### src/idp_pkg.sv
// idp_pkg: constants and carrier types for the isa dma priority and address logic
// assumes a 50 MHz core clock and an isa bus clock of about 8.33 MHz
// Function
// [RULE1] bus arbiter rotates among dma, refresh and pci side
// [RULE2] channels 0-3 and 4-7 each use fixed or rotating priority
// [RULE3] software requests are prioritised like hardware request lines
// [RULE4] fixed order: lower group first, then 5, 6, 7
// [RULE5] rotating group puts the serviced channel last in its group
// [RULE6] upper rotation has four slots: 5, 6, 7 and the lower group
// [RULE7] lower channel service also moves the lower slot to the upper bottom
// [RULE8] fast timing channel is preempted by any other requester
// [RULE9] preempted channel drops acknowledge within 32 bus clocks, after its cycle; here it drops at the first cycle end after 32 contended bus clocks
// [RULE10] no preemption for compatible timing or cascade masters
// [RULE11] preempted block channel keeps requesting without its request line
// [RULE12] dma skipped while nmi pending and pci side requests
// [RULE13] guaranteed access mode requests memory and withholds acknowledge until granted
// [RULE14] memory arbiter grants only once main memory is owned
// [RULE15] channel 4 is always cascade; software must not change it
// [RULE16] writing lower address bytes selects compatibility mode, high page zero
// [RULE17] high byte written last selects extended 32-bit counting
// [RULE18] reset and master clear return channels to compatibility mode
// [RULE19] address steps 1, or 2 for 16-bit byte-count channels
// [RULE20] shifted word mode drives bit 0 zero, bits 16:1 from 15:0
// [RULE21] writes load base and current together; autoinit reloads at terminal count
// [RULE22] autoinit channel stays unmasked at terminal count
// [RULE23] compatible-timing request lines delayed eight bus clocks
// [RULE24] master clear clears request, status, rotation and sets masks
// [RULE25] rotation updates at completion of each serviced transfer
package idp_pkg;
  // -----------------------------------------------------------------
  // timing
  // -----------------------------------------------------------------
  localparam int CORE_HZ = 50000000;
  localparam int BCLK_HZ = 8333333;
  localparam int BCLK_DIV = CORE_HZ / BCLK_HZ;
  localparam int PREEMPT_BCLKS = 32;
  localparam int REQ_DLY_BCLKS = 8;
  // -----------------------------------------------------------------
  // encodings and reset values
  // -----------------------------------------------------------------
  localparam logic [2:0] CASCADE_CH = 3'h4;
  localparam logic [2:0] SEL_HPAGE = 3'h3;
  localparam logic [2:0] SEL_CNT0 = 3'h4;
  localparam logic [2:0] SEL_CNT1 = 3'h5;
  localparam logic [1:0] TIM_COMPAT = 2'h0;
  localparam logic [1:0] ARB_DMA = 2'h0;
  localparam logic [1:0] ARB_REF = 2'h1;
  localparam logic [1:0] ARB_PCI = 2'h2;
  localparam logic [1:0] ARB_NONE = 2'h3;
  localparam logic [7:0] MASK_RST = 8'hFF;
  localparam logic [31:0] ADDR_RST = 32'h00000000;
  localparam logic [15:0] CNT_RST = 16'h0000;
  typedef enum logic [1:0] {OWN_NONE, OWN_DMA, OWN_REF, OWN_PCI} idp_owner_t;
  typedef struct packed {
    logic [1:0] timing;
    logic block;
    logic cascade;
    logic decr;
    logic autoinit;
    logic wide16;
    logic shifted;
  } idp_chan_cfg_t;
  typedef struct packed {
    logic en;
    logic [2:0] ch;
    logic [2:0] sel;
    logic [7:0] data;
  } idp_wr_t;
endpackage

### src/idp_req_cond.sv
// idp_req_cond: pin synchronisers and compatible-timing request delay
// assumes bclk_en is a one-cycle pulse per isa bus clock
`timescale 1ns/1ps
module idp_req_cond (
  // clock and reset
  input wire logic clk,
  input wire logic rst,
  input wire logic bclk_en,
  // pins
  input wire logic [7:0] req_pin,
  input wire logic gnt_n_pin,
  // per channel timing
  input wire logic [7:0] compat,
  // conditioned levels
  output logic [7:0] req_seen,
  output logic gnt_n_seen
);
  logic [8:0] pin_all;
  logic [8:0] q_all;
  assign pin_all = {gnt_n_pin, req_pin};
  // -----------------------------------------------------------------
  // three flop synchronisers, change taken when stages 2 and 3 agree
  // -----------------------------------------------------------------
  for (genvar i = 0; i < 9; i++) begin : g_sync
    logic [2:0] s_r;
    logic [2:0] s_nxt;
    logic q_r;
    logic q_nxt;
    always_comb begin
      s_nxt = {s_r[1:0], pin_all[i]};
      q_nxt = (s_r[1] == s_r[2]) ? s_r[2] : q_r;
    end
    always_ff @(posedge clk or posedge rst) begin
      // the grant pin idles high; its stages reset high so reset shows no false grant
      if (rst) begin
        s_r <= (i == 8) ? 3'h7 : 3'h0;
        q_r <= (i == 8) ? 1'b1 : 1'b0;
      end else begin
        s_r <= s_nxt;
        q_r <= q_nxt;
      end
    end
    assign q_all[i] = q_r;
  end
  assign gnt_n_seen = q_all[8];
  // -----------------------------------------------------------------
  // request delay, keeps old slow slaves from seeing a too-quick ack
  // -----------------------------------------------------------------
  for (genvar i = 0; i < 8; i++) begin : g_dly
    logic [idp_pkg::REQ_DLY_BCLKS-1:0] d_r;
    logic [idp_pkg::REQ_DLY_BCLKS-1:0] d_nxt;
    always_comb begin
      d_nxt = bclk_en ? {d_r[idp_pkg::REQ_DLY_BCLKS-2:0], q_all[i]} : d_r;
    end
    always_ff @(posedge clk or posedge rst) begin
      if (rst) begin
        d_r <= '0;
      end else begin
        d_r <= d_nxt;
      end
    end
    assign req_seen[i] = compat[i] ? d_r[idp_pkg::REQ_DLY_BCLKS-1] : q_all[i]; // [RULE23]
  end
endmodule

### src/idp_dma_arb.sv
// idp_dma_arb: isa bus arbitration, dma channel priority and address generation
// assumes same-clock pulses for cycle completion and terminal count from the cycle engine
`timescale 1ns/1ps
module idp_dma_arb (
  // clock and reset
  input wire logic CORE_CLK,
  input wire logic RST,
  // isa pins
  input wire logic [7:0] CHANNEL_REQUEST_LINE,
  input wire logic MAIN_MEMORY_GRANT_N,
  output logic [7:0] CHANNEL_ACKNOWLEDGE_N,
  output logic MAIN_MEMORY_REQUEST_N,
  // other requesters
  input wire logic REFRESH_REQ,
  input wire logic PCI_REQ,
  input wire logic NMI_PENDING,
  // cycle engine
  input wire logic CYCLE_DONE,
  input wire logic TERMINAL_COUNT,
  // configuration
  input wire logic GUARANTEED_ACCESS_MODE,
  input wire logic ROTATE_LOW,
  input wire logic ROTATE_HIGH,
  input idp_pkg::idp_chan_cfg_t [7:0] CHAN_CFG,
  // software commands
  input idp_pkg::idp_wr_t REG_WR,
  input wire logic [7:0] SW_REQ_SET,
  input wire logic [7:0] MASK_CLEAR,
  input wire logic [1:0] MASTER_CLEAR,
  // status
  output idp_pkg::idp_owner_t BUS_OWNER,
  output logic [2:0] ACTIVE_CH,
  output logic [31:0] XFER_ADDR,
  output logic [15:0] XFER_COUNT,
  output logic [7:0] TC_STATUS,
  output logic [7:0] MASK_STATE,
  output logic [7:0] EXT_MODE,
  output logic PREEMPT_PEND
);
  typedef enum {ST_IDLE, ST_MEMWAIT, ST_DMA, ST_OWN} idp_state_t;
  idp_state_t st_r;
  idp_state_t st_nxt;
  logic [2:0] div_r;
  logic [2:0] div_nxt;
  logic bclk_en_r;
  logic bclk_nxt;
  logic [1:0] arb_rot_r;
  logic [1:0] arb_rot_nxt;
  logic [1:0] lo_rot_r;
  logic [1:0] lo_rot_nxt;
  logic [1:0] hi_rot_r;
  logic [1:0] hi_rot_nxt;
  logic [2:0] cur_ch_r;
  logic [2:0] cur_ch_nxt;
  logic [7:0] channel_acknowledge_n_n_r;
  logic [7:0] channel_acknowledge_n_n_nxt;
  logic main_memory_request_n_n_r;
  logic main_memory_request_n_n_nxt;
  idp_pkg::idp_owner_t owner_r;
  idp_pkg::idp_owner_t owner_nxt;
  logic [5:0] pre_cnt_r;
  logic [5:0] pre_cnt_nxt;
  logic pre_exp_r;
  logic pre_exp_nxt;
  logic [7:0] keep_r;
  logic [7:0] keep_nxt;
  logic [7:0] swreq_r;
  logic [7:0] swreq_nxt;
  logic [7:0] mask_r;
  logic [7:0] mask_nxt;
  logic [7:0] tc_r;
  logic [7:0] tc_nxt;
  logic [31:0] base_a_r [8];
  logic [31:0] base_a_nxt [8];
  logic [31:0] cur_a_r [8];
  logic [31:0] cur_a_nxt [8];
  logic [15:0] base_c_r [8];
  logic [15:0] base_c_nxt [8];
  logic [15:0] cur_c_r [8];
  logic [15:0] cur_c_nxt [8];
  logic [7:0] ext_r;
  logic [7:0] ext_nxt;
  logic [31:0] xaddr_r;
  logic [31:0] xaddr_nxt;
  logic [15:0] xcnt_r;
  logic [15:0] xcnt_nxt;
  logic [7:0] hw_req;
  logic [7:0] compat;
  logic [7:0] eff_req;
  logic [7:0] cur_bit;
  logic gnt_s;
  logic cas_cur;
  logic fast_cur;
  logic contend;
  logic dma_ok;
  logic [2:0] win;
  logic [1:0] top;
  logic [2:0] arb_req;
  logic rel;
  logic xfer_done;
  logic ext_cur;
  // -----------------------------------------------------------------
  // functions
  // -----------------------------------------------------------------
  // walks the four upper slots from hr; slot 0 stands for the lower group
  function automatic logic [2:0] pick(input logic [7:0] rq, input logic [1:0] lr,
                                      input logic [1:0] hr);
    logic [2:0] res;
    logic [1:0] s;
    logic [1:0] l;
    res = 3'h0;
    for (int i = 3; i >= 0; i--) begin
      s = hr + 2'(i);
      if (s == 2'h0) begin
        for (int j = 3; j >= 0; j--) begin
          l = lr + 2'(j);
          if (rq[l]) res = {1'b0, l};
        end
      end else if (rq[{1'b1, s}]) begin
        res = {1'b1, s};
      end
    end
    return res;
  endfunction
  function automatic logic [31:0] out_addr(input logic [31:0] a, input logic ext,
                                           input idp_pkg::idp_chan_cfg_t cf);
    logic [31:0] r;
    r = a;
    if (!ext) r[31:24] = 8'h00; // [RULE16]
    if (cf.wide16 && cf.shifted) r = {r[31:17], a[15:0], 1'b0}; // [RULE20]
    return r;
  endfunction
  // 16-bit byte-count channels step by two, all others by one
  function automatic logic [15:0] step16(input idp_pkg::idp_chan_cfg_t cf);
    return (cf.wide16 && !cf.shifted) ? 16'h0002 : 16'h0001;
  endfunction
  // -----------------------------------------------------------------
  // request conditioning
  // -----------------------------------------------------------------
  always_comb begin
    for (int i = 0; i < 8; i++) compat[i] = CHAN_CFG[i].timing == idp_pkg::TIM_COMPAT;
  end
  idp_req_cond u_cond (
    .clk(CORE_CLK),
    .rst(RST),
    .bclk_en(bclk_en_r),
    .req_pin(CHANNEL_REQUEST_LINE),
    .gnt_n_pin(MAIN_MEMORY_GRANT_N),
    .compat(compat),
    .req_seen(hw_req),
    .gnt_n_seen(gnt_s)
  );
  // software and held requests share one path with the pins
  assign eff_req = (hw_req | swreq_r | keep_r) & ~mask_r & ~(8'h01 << idp_pkg::CASCADE_CH); // [RULE3] [RULE15]
  assign cur_bit = 8'h01 << cur_ch_r;
  assign cas_cur = CHAN_CFG[cur_ch_r].cascade;
  assign fast_cur = !compat[cur_ch_r] && !cas_cur; // [RULE10]
  assign contend = REFRESH_REQ || PCI_REQ || |(eff_req & ~cur_bit);
  // a memory grant still seen from the last owner must fall before a new request
  assign dma_ok = |eff_req && !(NMI_PENDING && PCI_REQ) && // [RULE12]
                  !(GUARANTEED_ACCESS_MODE && !gnt_s); // [RULE13]
  assign arb_req = {PCI_REQ, REFRESH_REQ, dma_ok};
  assign win = pick(eff_req, ROTATE_LOW ? lo_rot_r : 2'h0,
                    ROTATE_HIGH ? hi_rot_r : 2'h0); // [RULE2] [RULE4] [RULE6]
  assign xfer_done = st_r == ST_DMA && CYCLE_DONE && !cas_cur;
  assign ext_cur = ext_r[cur_ch_r];
  // -----------------------------------------------------------------
  // bus clock divider and three-way rotation
  // -----------------------------------------------------------------
  always_comb begin
    bclk_nxt = div_r == 3'(idp_pkg::BCLK_DIV - 1);
    div_nxt = bclk_nxt ? 3'h0 : div_r + 3'h1;
    top = idp_pkg::ARB_NONE;
    for (int i = 2; i >= 0; i--) begin
      if (arb_req[(int'(arb_rot_r) + i) % 3]) begin
        top = 2'((int'(arb_rot_r) + i) % 3); // [RULE1]
      end
    end
  end
  // -----------------------------------------------------------------
  // arbitration state machine
  // -----------------------------------------------------------------
  always_comb begin
    st_nxt = st_r;
    arb_rot_nxt = arb_rot_r;
    lo_rot_nxt = lo_rot_r;
    hi_rot_nxt = hi_rot_r;
    cur_ch_nxt = cur_ch_r;
    channel_acknowledge_n_n_nxt = channel_acknowledge_n_n_r;
    main_memory_request_n_n_nxt = main_memory_request_n_n_r;
    owner_nxt = owner_r;
    pre_cnt_nxt = pre_cnt_r;
    pre_exp_nxt = pre_exp_r;
    keep_nxt = keep_r;
    swreq_nxt = swreq_r;
    mask_nxt = mask_r & ~MASK_CLEAR;
    tc_nxt = tc_r;
    rel = 1'b0;
    // clears go first so a same-cycle software request set wins
    for (int g = 0; g < 2; g++) begin
      if (MASTER_CLEAR[g]) begin
        swreq_nxt[4*g +: 4] = 4'h0; // [RULE24]
        tc_nxt[4*g +: 4] = 4'h0;
        keep_nxt[4*g +: 4] = 4'h0;
        mask_nxt[4*g +: 4] = 4'hF;
        if (g == 0) lo_rot_nxt = 2'h0;
        else hi_rot_nxt = 2'h0;
      end
    end
    case (st_r)
      ST_IDLE: begin
        if (top != idp_pkg::ARB_NONE) begin
          arb_rot_nxt = (top == idp_pkg::ARB_PCI) ? 2'h0 : top + 2'h1; // [RULE1]
        end
        if (top == idp_pkg::ARB_DMA) begin
          cur_ch_nxt = win;
          keep_nxt[win] = 1'b0;
          pre_cnt_nxt = 6'h00;
          pre_exp_nxt = 1'b0;
          if (GUARANTEED_ACCESS_MODE) begin
            main_memory_request_n_n_nxt = 1'b0; // [RULE13]
            st_nxt = ST_MEMWAIT;
          end else begin
            channel_acknowledge_n_n_nxt[win] = 1'b0;
            owner_nxt = idp_pkg::OWN_DMA;
            st_nxt = ST_DMA;
          end
        end else if (top == idp_pkg::ARB_REF) begin
          owner_nxt = idp_pkg::OWN_REF;
          st_nxt = ST_OWN;
        end else if (top == idp_pkg::ARB_PCI) begin
          owner_nxt = idp_pkg::OWN_PCI;
          st_nxt = ST_OWN;
        end
      end
      ST_MEMWAIT: begin
        if (MASTER_CLEAR[cur_ch_r[2]]) begin
          rel = 1'b1;
        end else if (!gnt_s) begin
          channel_acknowledge_n_n_nxt[cur_ch_r] = 1'b0; // [RULE13] [RULE14]
          owner_nxt = idp_pkg::OWN_DMA;
          st_nxt = ST_DMA;
        end
      end
      ST_OWN: begin
        if ((owner_r == idp_pkg::OWN_REF && !REFRESH_REQ) ||
            (owner_r == idp_pkg::OWN_PCI && !PCI_REQ)) begin
          owner_nxt = idp_pkg::OWN_NONE;
          st_nxt = ST_IDLE;
        end
      end
      ST_DMA: begin
        if (fast_cur && contend && !pre_exp_r && bclk_en_r) begin
          pre_cnt_nxt = pre_cnt_r + 6'h01; // [RULE8]
          if (pre_cnt_r == 6'(idp_pkg::PREEMPT_BCLKS - 1)) pre_exp_nxt = 1'b1; // [RULE9]
        end
        if (MASTER_CLEAR[cur_ch_r[2]]) begin
          rel = 1'b1;
        end else if (cas_cur) begin
          rel = !eff_req[cur_ch_r];
        end else if (CYCLE_DONE) begin
          if (!cur_ch_r[2] && ROTATE_LOW) lo_rot_nxt = cur_ch_r[1:0] + 2'h1; // [RULE5] [RULE25]
          if (ROTATE_HIGH) begin
            hi_rot_nxt = cur_ch_r[2] ? cur_ch_r[1:0] + 2'h1 : 2'h1; // [RULE6] [RULE7]
          end
          if (TERMINAL_COUNT) begin
            tc_nxt[cur_ch_r] = 1'b1;
            swreq_nxt[cur_ch_r] = 1'b0;
            if (!CHAN_CFG[cur_ch_r].autoinit) mask_nxt[cur_ch_r] = 1'b1; // [RULE22]
            rel = 1'b1;
          end else if (pre_exp_r) begin
            rel = 1'b1; // [RULE9]
            if (CHAN_CFG[cur_ch_r].block) keep_nxt[cur_ch_r] = 1'b1; // [RULE11]
          end else begin
            rel = !eff_req[cur_ch_r];
          end
        end
      end
      default: begin
        st_nxt = ST_IDLE;
      end
    endcase
    if (rel) begin
      channel_acknowledge_n_n_nxt = 8'hFF;
      main_memory_request_n_n_nxt = 1'b1;
      owner_nxt = idp_pkg::OWN_NONE;
      pre_cnt_nxt = 6'h00;
      pre_exp_nxt = 1'b0;
      st_nxt = ST_IDLE;
    end
    swreq_nxt = swreq_nxt | SW_REQ_SET;
  end
  always_ff @(posedge CORE_CLK or posedge RST) begin
    if (RST) begin
      st_r <= ST_IDLE;
      div_r <= 3'h0;
      bclk_en_r <= 1'b0;
      arb_rot_r <= 2'h0;
      lo_rot_r <= 2'h0;
      hi_rot_r <= 2'h0;
      cur_ch_r <= 3'h0;
      channel_acknowledge_n_n_r <= 8'hFF;
      main_memory_request_n_n_r <= 1'b1;
      owner_r <= idp_pkg::OWN_NONE;
      pre_cnt_r <= 6'h00;
      pre_exp_r <= 1'b0;
      keep_r <= 8'h00;
      swreq_r <= 8'h00;
      mask_r <= idp_pkg::MASK_RST;
      tc_r <= 8'h00;
    end else begin
      st_r <= st_nxt;
      div_r <= div_nxt;
      bclk_en_r <= bclk_nxt;
      arb_rot_r <= arb_rot_nxt;
      lo_rot_r <= lo_rot_nxt;
      hi_rot_r <= hi_rot_nxt;
      cur_ch_r <= cur_ch_nxt;
      channel_acknowledge_n_n_r <= channel_acknowledge_n_n_nxt;
      main_memory_request_n_n_r <= main_memory_request_n_n_nxt;
      owner_r <= owner_nxt;
      pre_cnt_r <= pre_cnt_nxt;
      pre_exp_r <= pre_exp_nxt;
      keep_r <= keep_nxt;
      swreq_r <= swreq_nxt;
      mask_r <= mask_nxt;
      tc_r <= tc_nxt;
    end
  end
  // -----------------------------------------------------------------
  // address and count registers
  // -----------------------------------------------------------------
  always_comb begin
    base_a_nxt = base_a_r;
    cur_a_nxt = cur_a_r;
    base_c_nxt = base_c_r;
    cur_c_nxt = cur_c_r;
    ext_nxt = ext_r;
    if (xfer_done) begin
      // compat mode wraps in the low 16 bits, pages never carry
      if (ext_cur) begin
        cur_a_nxt[cur_ch_r] = CHAN_CFG[cur_ch_r].decr ?
          cur_a_r[cur_ch_r] - 32'(step16(CHAN_CFG[cur_ch_r])) :
          cur_a_r[cur_ch_r] + 32'(step16(CHAN_CFG[cur_ch_r])); // [RULE17] [RULE19]
      end else begin
        cur_a_nxt[cur_ch_r][15:0] = CHAN_CFG[cur_ch_r].decr ?
          cur_a_r[cur_ch_r][15:0] - step16(CHAN_CFG[cur_ch_r]) :
          cur_a_r[cur_ch_r][15:0] + step16(CHAN_CFG[cur_ch_r]); // [RULE16] [RULE19]
      end
      cur_c_nxt[cur_ch_r] = cur_c_r[cur_ch_r] - 16'h0001;
      if (TERMINAL_COUNT && CHAN_CFG[cur_ch_r].autoinit) begin
        cur_a_nxt[cur_ch_r] = base_a_r[cur_ch_r]; // [RULE21]
        cur_c_nxt[cur_ch_r] = base_c_r[cur_ch_r];
      end
    end
    if (REG_WR.en) begin
      if (REG_WR.sel <= idp_pkg::SEL_HPAGE) begin
        base_a_nxt[REG_WR.ch][8*REG_WR.sel +: 8] = REG_WR.data; // [RULE21]
        cur_a_nxt[REG_WR.ch][8*REG_WR.sel +: 8] = REG_WR.data;
        ext_nxt[REG_WR.ch] = REG_WR.sel == idp_pkg::SEL_HPAGE; // [RULE16] [RULE17]
      end else if (REG_WR.sel == idp_pkg::SEL_CNT0 || REG_WR.sel == idp_pkg::SEL_CNT1) begin
        base_c_nxt[REG_WR.ch][8*REG_WR.sel[0] +: 8] = REG_WR.data;
        cur_c_nxt[REG_WR.ch][8*REG_WR.sel[0] +: 8] = REG_WR.data;
      end
    end
    for (int g = 0; g < 2; g++) begin
      if (MASTER_CLEAR[g]) ext_nxt[4*g +: 4] = 4'h0; // [RULE18]
    end
    xaddr_nxt = out_addr(cur_a_r[cur_ch_r], ext_cur, CHAN_CFG[cur_ch_r]);
    xcnt_nxt = cur_c_r[cur_ch_r];
  end
  always_ff @(posedge CORE_CLK or posedge RST) begin
    if (RST) begin
      base_a_r <= '{default: idp_pkg::ADDR_RST};
      cur_a_r <= '{default: idp_pkg::ADDR_RST};
      base_c_r <= '{default: idp_pkg::CNT_RST};
      cur_c_r <= '{default: idp_pkg::CNT_RST};
      ext_r <= 8'h00; // [RULE18]
      xaddr_r <= idp_pkg::ADDR_RST;
      xcnt_r <= idp_pkg::CNT_RST;
    end else begin
      base_a_r <= base_a_nxt;
      cur_a_r <= cur_a_nxt;
      base_c_r <= base_c_nxt;
      cur_c_r <= cur_c_nxt;
      ext_r <= ext_nxt;
      xaddr_r <= xaddr_nxt;
      xcnt_r <= xcnt_nxt;
    end
  end
  // -----------------------------------------------------------------
  // outputs
  // -----------------------------------------------------------------
  assign CHANNEL_ACKNOWLEDGE_N = channel_acknowledge_n_n_r;
  assign MAIN_MEMORY_REQUEST_N = main_memory_request_n_n_r;
  assign BUS_OWNER = owner_r;
  assign ACTIVE_CH = cur_ch_r;
  assign XFER_ADDR = xaddr_r;
  assign XFER_COUNT = xcnt_r;
  assign TC_STATUS = tc_r;
  assign MASK_STATE = mask_r;
  assign EXT_MODE = ext_r;
  assign PREEMPT_PEND = pre_exp_r;
endmodule

### config.mk
export PLATFORM = sky130hd
export DESIGN_NAME = idp_dma_arb
export DESIGN_NICKNAME = d
export VERILOG_FILES = /design/src/idp_pkg.sv /design/src/idp_req_cond.sv /design/src/idp_dma_arb.sv
export SDC_FILE = /design/constraint.sdc
export NUM_CORES = 2
export LEC_CHECK = 0
export BUFFER_PORTS_ARGS = -buffer_cell sky130_fd_sc_hd__buf_4
export CORE_MARGIN = 1.5
export CORE_UTILIZATION = 45
export DETAILED_ROUTE_END_ITERATION = 8
export SYNTH_ARGS = -nofsm -noshare
export SYNTH_HDL_FRONTEND = slang
export SYNTH_SLANG_ARGS = --single-unit
### constraint.sdc
create_clock -name CORE_CLK -period 56.6 [get_ports CORE_CLK]
set_input_delay 14.15 -clock CORE_CLK [delete_from_list [all_inputs] [get_ports CORE_CLK]]
set_output_delay 14.15 -clock CORE_CLK [all_outputs]
set_load 0.01 [all_outputs]
==> metrics.md <==
| Metric | Value |
|---|---|
| Final routed wire length divided by cell count | `27.7 um` |
| TritonCTS sink count | `975` |
| Most area-consuming cells after synthesis | `dfrtp_1 49%, nand2_1 7.3%, o21ai_0 6.4%, a22oi_1 5.2%, nor2_1 2.8%` |
| Dominant register cell in the synthesized netlist | `dfrtp_1` |
| Max FO, Critical Path | `30` |
| Leftover overflow at the end of global routing | `0` |
| Slowest cell on the critical path | `or4_1` |
| Site Rows | `120` |
| CTS tree | `done` |
| Flops & latches, synth | `just under 1,000` |
| Net count of the finished layout | `5,449` |
| Root Buffer | `clkbuf_16` |
| Boundary pin count | `just over 200` |
| First-pass GRT wire length | `about 280,000 um` |
| Proportion of synthesized area in mux cells | `3.29%` |
| Syn_nets | `5,409` |
| Rel. slew slack | `8.20%` |
| Number of enable-type register cells in the synthesized netlist | `0` |
| Routability congestion estimate from global placement | `just under 1` |
| Cells after Synth | `5,238` |
| Required time reported for the critical path endpoint | `57,170 ps` |
| Area growth syn-to-layout | `13.9%` |
| Share of synthesized cell area in and, or, nand and nor gates | `15.3%` |
| Cell with the most instances after synthesis | `dfrtp_1` |
| Power density relative to cell area | `51.5 nW/um2` |
| Cts-stage hold buffer count | `0` |
| Area share of fa/ha/maj cells after synthesis | `1.60%` |
| Share of power burned in registers | `31.8%` |
| Hold/Removal Path Class | `reg2reg` |
| Data arrival, critical path | `19,460 ps` |
| Setup slack after layout | `37,720 ps` |
| Net switching power | `1180 uW` |
| Cell area after synthesis | `48,400 um2` |
| Critical Path Start | `CHAN_CFG[35]` |
| Kind of end point of the critical path | `flip-flop` |
| Ys async rst share | `100%` |
| Horizontal die dimension | `~330 um` |
| Number of max-slew violations in the final report | `0` |
| Hold_ws | `348 ps` |
| Switching part of the total power | `between 40 and 50%` |
| Number of failing setup endpoints in the final timing report | `0` |
| Total area of multi-input combinational cells | `22,300 um2` |
| Floorplan Core Area | `107,000 um2` |
| Result of the run | `complete, no violations` |
| Number of remaining DRC errors | `0` |
| Area of the die | `roughly 110,000 um2` |
| H-tree levels | `3` |
| Resized cells post-CTS | `0` |
| Count of max-cap constraint violations | `0` |
| Final setup skew | `between 30 and 40 ps` |
| Routed via count | `44,115` |
| Most used standard cells in the synthesized netlist | `954 x dfrtp_1, 937 x nand2_1, 621 x o21ai_0` |
| Pin count of the biggest net entering global routing | `109` |
| Category of the worst setup path launch point | `primary input` |
| Minimum clock period | `between 15,000 and 20,000 ps` |
| Clock-pin slew reported for the worst setup and hold paths after clock tree synthesis | `60 ps` |
| Fmax | `53.0 MHz` |
| Pre-CTS worst setup slack | `between 30,000 and 40,000 ps` |
| Clock buffers created by TritonCTS | `107` |
| Part of the total power dissipated in combinational logic | `approximately 41%` |
| Library cell with the largest summed area after synthesis | `dfrtp_1` |
| Post-synthesis compound-gate area fraction | `25.0%` |
| Die Ht | `331 um` |
| Share of cells above drive strength 1 | `about an eighth` |
| Number of iterations in the first detailed-routing pass | `8` |
| Dominant combinational cell family by area after synthesis | `compound AO/OA/AOI/OAI gates` |
| Synth warn | `0` |
| Internal power of the cells | `1660 uW` |
| Number of buffers inserted by post-CTS setup repair | `0` |
| Hold violation total from the final report | `0` |
| DRT iter0 DRCs | `approximately 5,600` |
| Sequential share of the synthesized area | `50.4%` |
| Cell leakage power | `0.0238 uW` |
| Xor and xnor area share after synthesis | `0.633%` |
| All-layer global routing usage | `33.7%` |
| Total negative slack | `0 ps` |
| Distinct cell type count of the synthesized netlist | `97` |
| Placed wire-length estimate after detailed placement | `roughly 110,000 um` |
| Part of the cycle the worst path needs | `about a third` |
| Clock insertion delay at the later pin of the skew report | `just over 700 ps` |
| RSZ-0062 raised after global routing | `false` |
| Detailed Route WL | `188,000 um` |
| Area taken by flip-flops and latches | `between 20,000 and 25,000 um2` |
| ANT nets after route | `0` |
| Top-area cell type share of the netlist area | `49.3%` |
| Starting density of the core | `45.3%` |
| Longest individual stage delay on the worst path | `670 ps` |
| Per-cell via count in the routed design | `6.51` |
| Maximum vdd ir drop | `0.0000322 V` |
| Least-Margin Pin Slew | `between 1000 and 1500 ps` |
| Hold_sp | `u_cond.g_sync[1].s_r[0]$_DFF_PP0_` |
| Vias in the first global route | `41,386` |
| Quantity of I/O buffers inserted on ports | `200` |
| Maximum buffer depth of the clock tree | `3` |
| Count of fill cells added during filler insertion | `9,955` |
| Crit path cell chain | `buf_4, a22o_1, a221oi_1, and3_1, inv_1, buf_4, and2_1, fa_1, a21o_1, a21oi_1, o21ai_1, a41oi_1, or4_1, a31oi_1, o2111a_1, or4_1, a21oi_1, o221ai_1` |
| Crit Path Class | `in2reg` |
| Antenna violations before repair | `7` |
| Part of the total power dissipated in the clock network | `27.0%` |
| Syn avg cell area | `9.25 um2` |
| FF-to-FF Start | `ACTIVE_CH[1]$_DFFE_PP0P_` |
-- path summary, 6_finish.rpt --
path	cells past startpoint	slack (ps)	to
worst max-delay path	18	37720	cur_a_r[94]$_DFF_PP0_
worst min-delay path	0	350	u_cond.g_sync[1].s_r[1]$_DFF_PP0_
worst max register to register	20	48770	cur_a_r[94]$_DFF_PP0_
worst min register to register	0	350	u_cond.g_sync[1].s_r[1]$_DFF_PP0_
max in group asynchronous	6	39420	ACTIVE_CH[2]$_DFFE_PP0P_
min in group asynchronous	2	13600	cur_a_r[215]$_DFF_PP0_
-- worst max-delay path: cells and delay by family --
| family | cells | cell delay [ps] |
|---|---|---|
| buffers and inverters | 3 | 440 |
| adders and majority gates | 1 | 440 |
| AOI/OAI and AO/OA | 10 | 2850 |
| and+or+nand+nor | 4 | 1540 |
-- power groups by stage --
stage / clock network [uW] / logic [uW] / registers [uW]
global placement: 0 / 1120 / 909
detailed placement: 0 / 1130 / 911
CTS: 776 / 1140 / 901
finish: 768 / 1170 / 903
floorplan: 0 / 749 / 896
global route: 803 / 1240 / 916
-- per-stage QoR --
stage,instance area [um2],std cells,util (%),total power (uW)
after floorplan,48400,5238,-,1650
after global placement,51300,6572,47.9,2030
after detailed placement,51300,6572,47.9,2040
after CTS,55100,6774,51.6,2810
after global routing,55100,6775,51.6,2960
final,55200,6779,51.6,2840
-- cells in the final DEF (no fill, tap or decap), types with 65 or more instances in the layout --
| master | count |
|---|---|
| dfrtp_1 | 950 |
| nand2_1 | 930 |
| o21ai_0 | 621 |
| nor2_1 | 347 |
| a22oi_1 | 333 |
| buf_4 | 313 |
| a21oi_1 | 234 |
| clkbuf_16 | 108 |
| o221ai_1 | 97 |
| inv_1 | 90 |
| o211ai_1 | 83 |
| nand3_1 | 74 |
| mux2_2 | 73 |
| mux2i_1 | 68 |
| o22ai_1 | 65 |
-- cell type report --
class	instances	area share [%]
Sequential cell	975	44.3
Clock buffer	153	5.71
Clock inverter	49	1.34
Multi-Input combinational cell	3787	40.4
Inverter	91	0.633
Timing Repair Buffer	316	4.37
Tap cell	1403	3.18
Antenna cell	5	0.0227
-- sequential cells by signal, indices dropped and copies added, names as in the netlist, 3 cells and up --
name	cells
ACTIVE_CH	3
CHANNEL_ACKNOWLEDGE_N	8
EXT_MODE	8
MASK_STATE	8
TC_STATUS	8
XFER_ADDR	32
XFER_COUNT	16
base_a_r	256
base_c_r	128
cur_a_r	256
cur_c_r	128
div_r	3
keep_r	7
pre_cnt_r	6
swreq_r	7
u_cond.g_dly.d_r	56
u_cond.g_sync.q_r	7
u_cond.g_sync.s_r	24
-- metal layers --
metal | global-route usage [%] | vias to the layer above | routed length, um
li1 | - | 19218 | -
met1 | 47.7 | 21804 | 77000
met2 | 50.2 | 2544 | 81900
met3 | 7.02 | 543 | 19900
met4 | 14.2 | 6 | 8750
met5 | 0 | - | 44
-- cells by family after synthesis --
family	count (synthesis)
multiplexers	145
XOR/XNOR	35
AO/OA/AOI/OAI	1855
AND/OR/NAND/NOR	1689
adder cells (fa/ha/maj)	63
buffers and inverters	476
flip-flops	975
No activity file was read; power rests on OpenSTA's default activity.
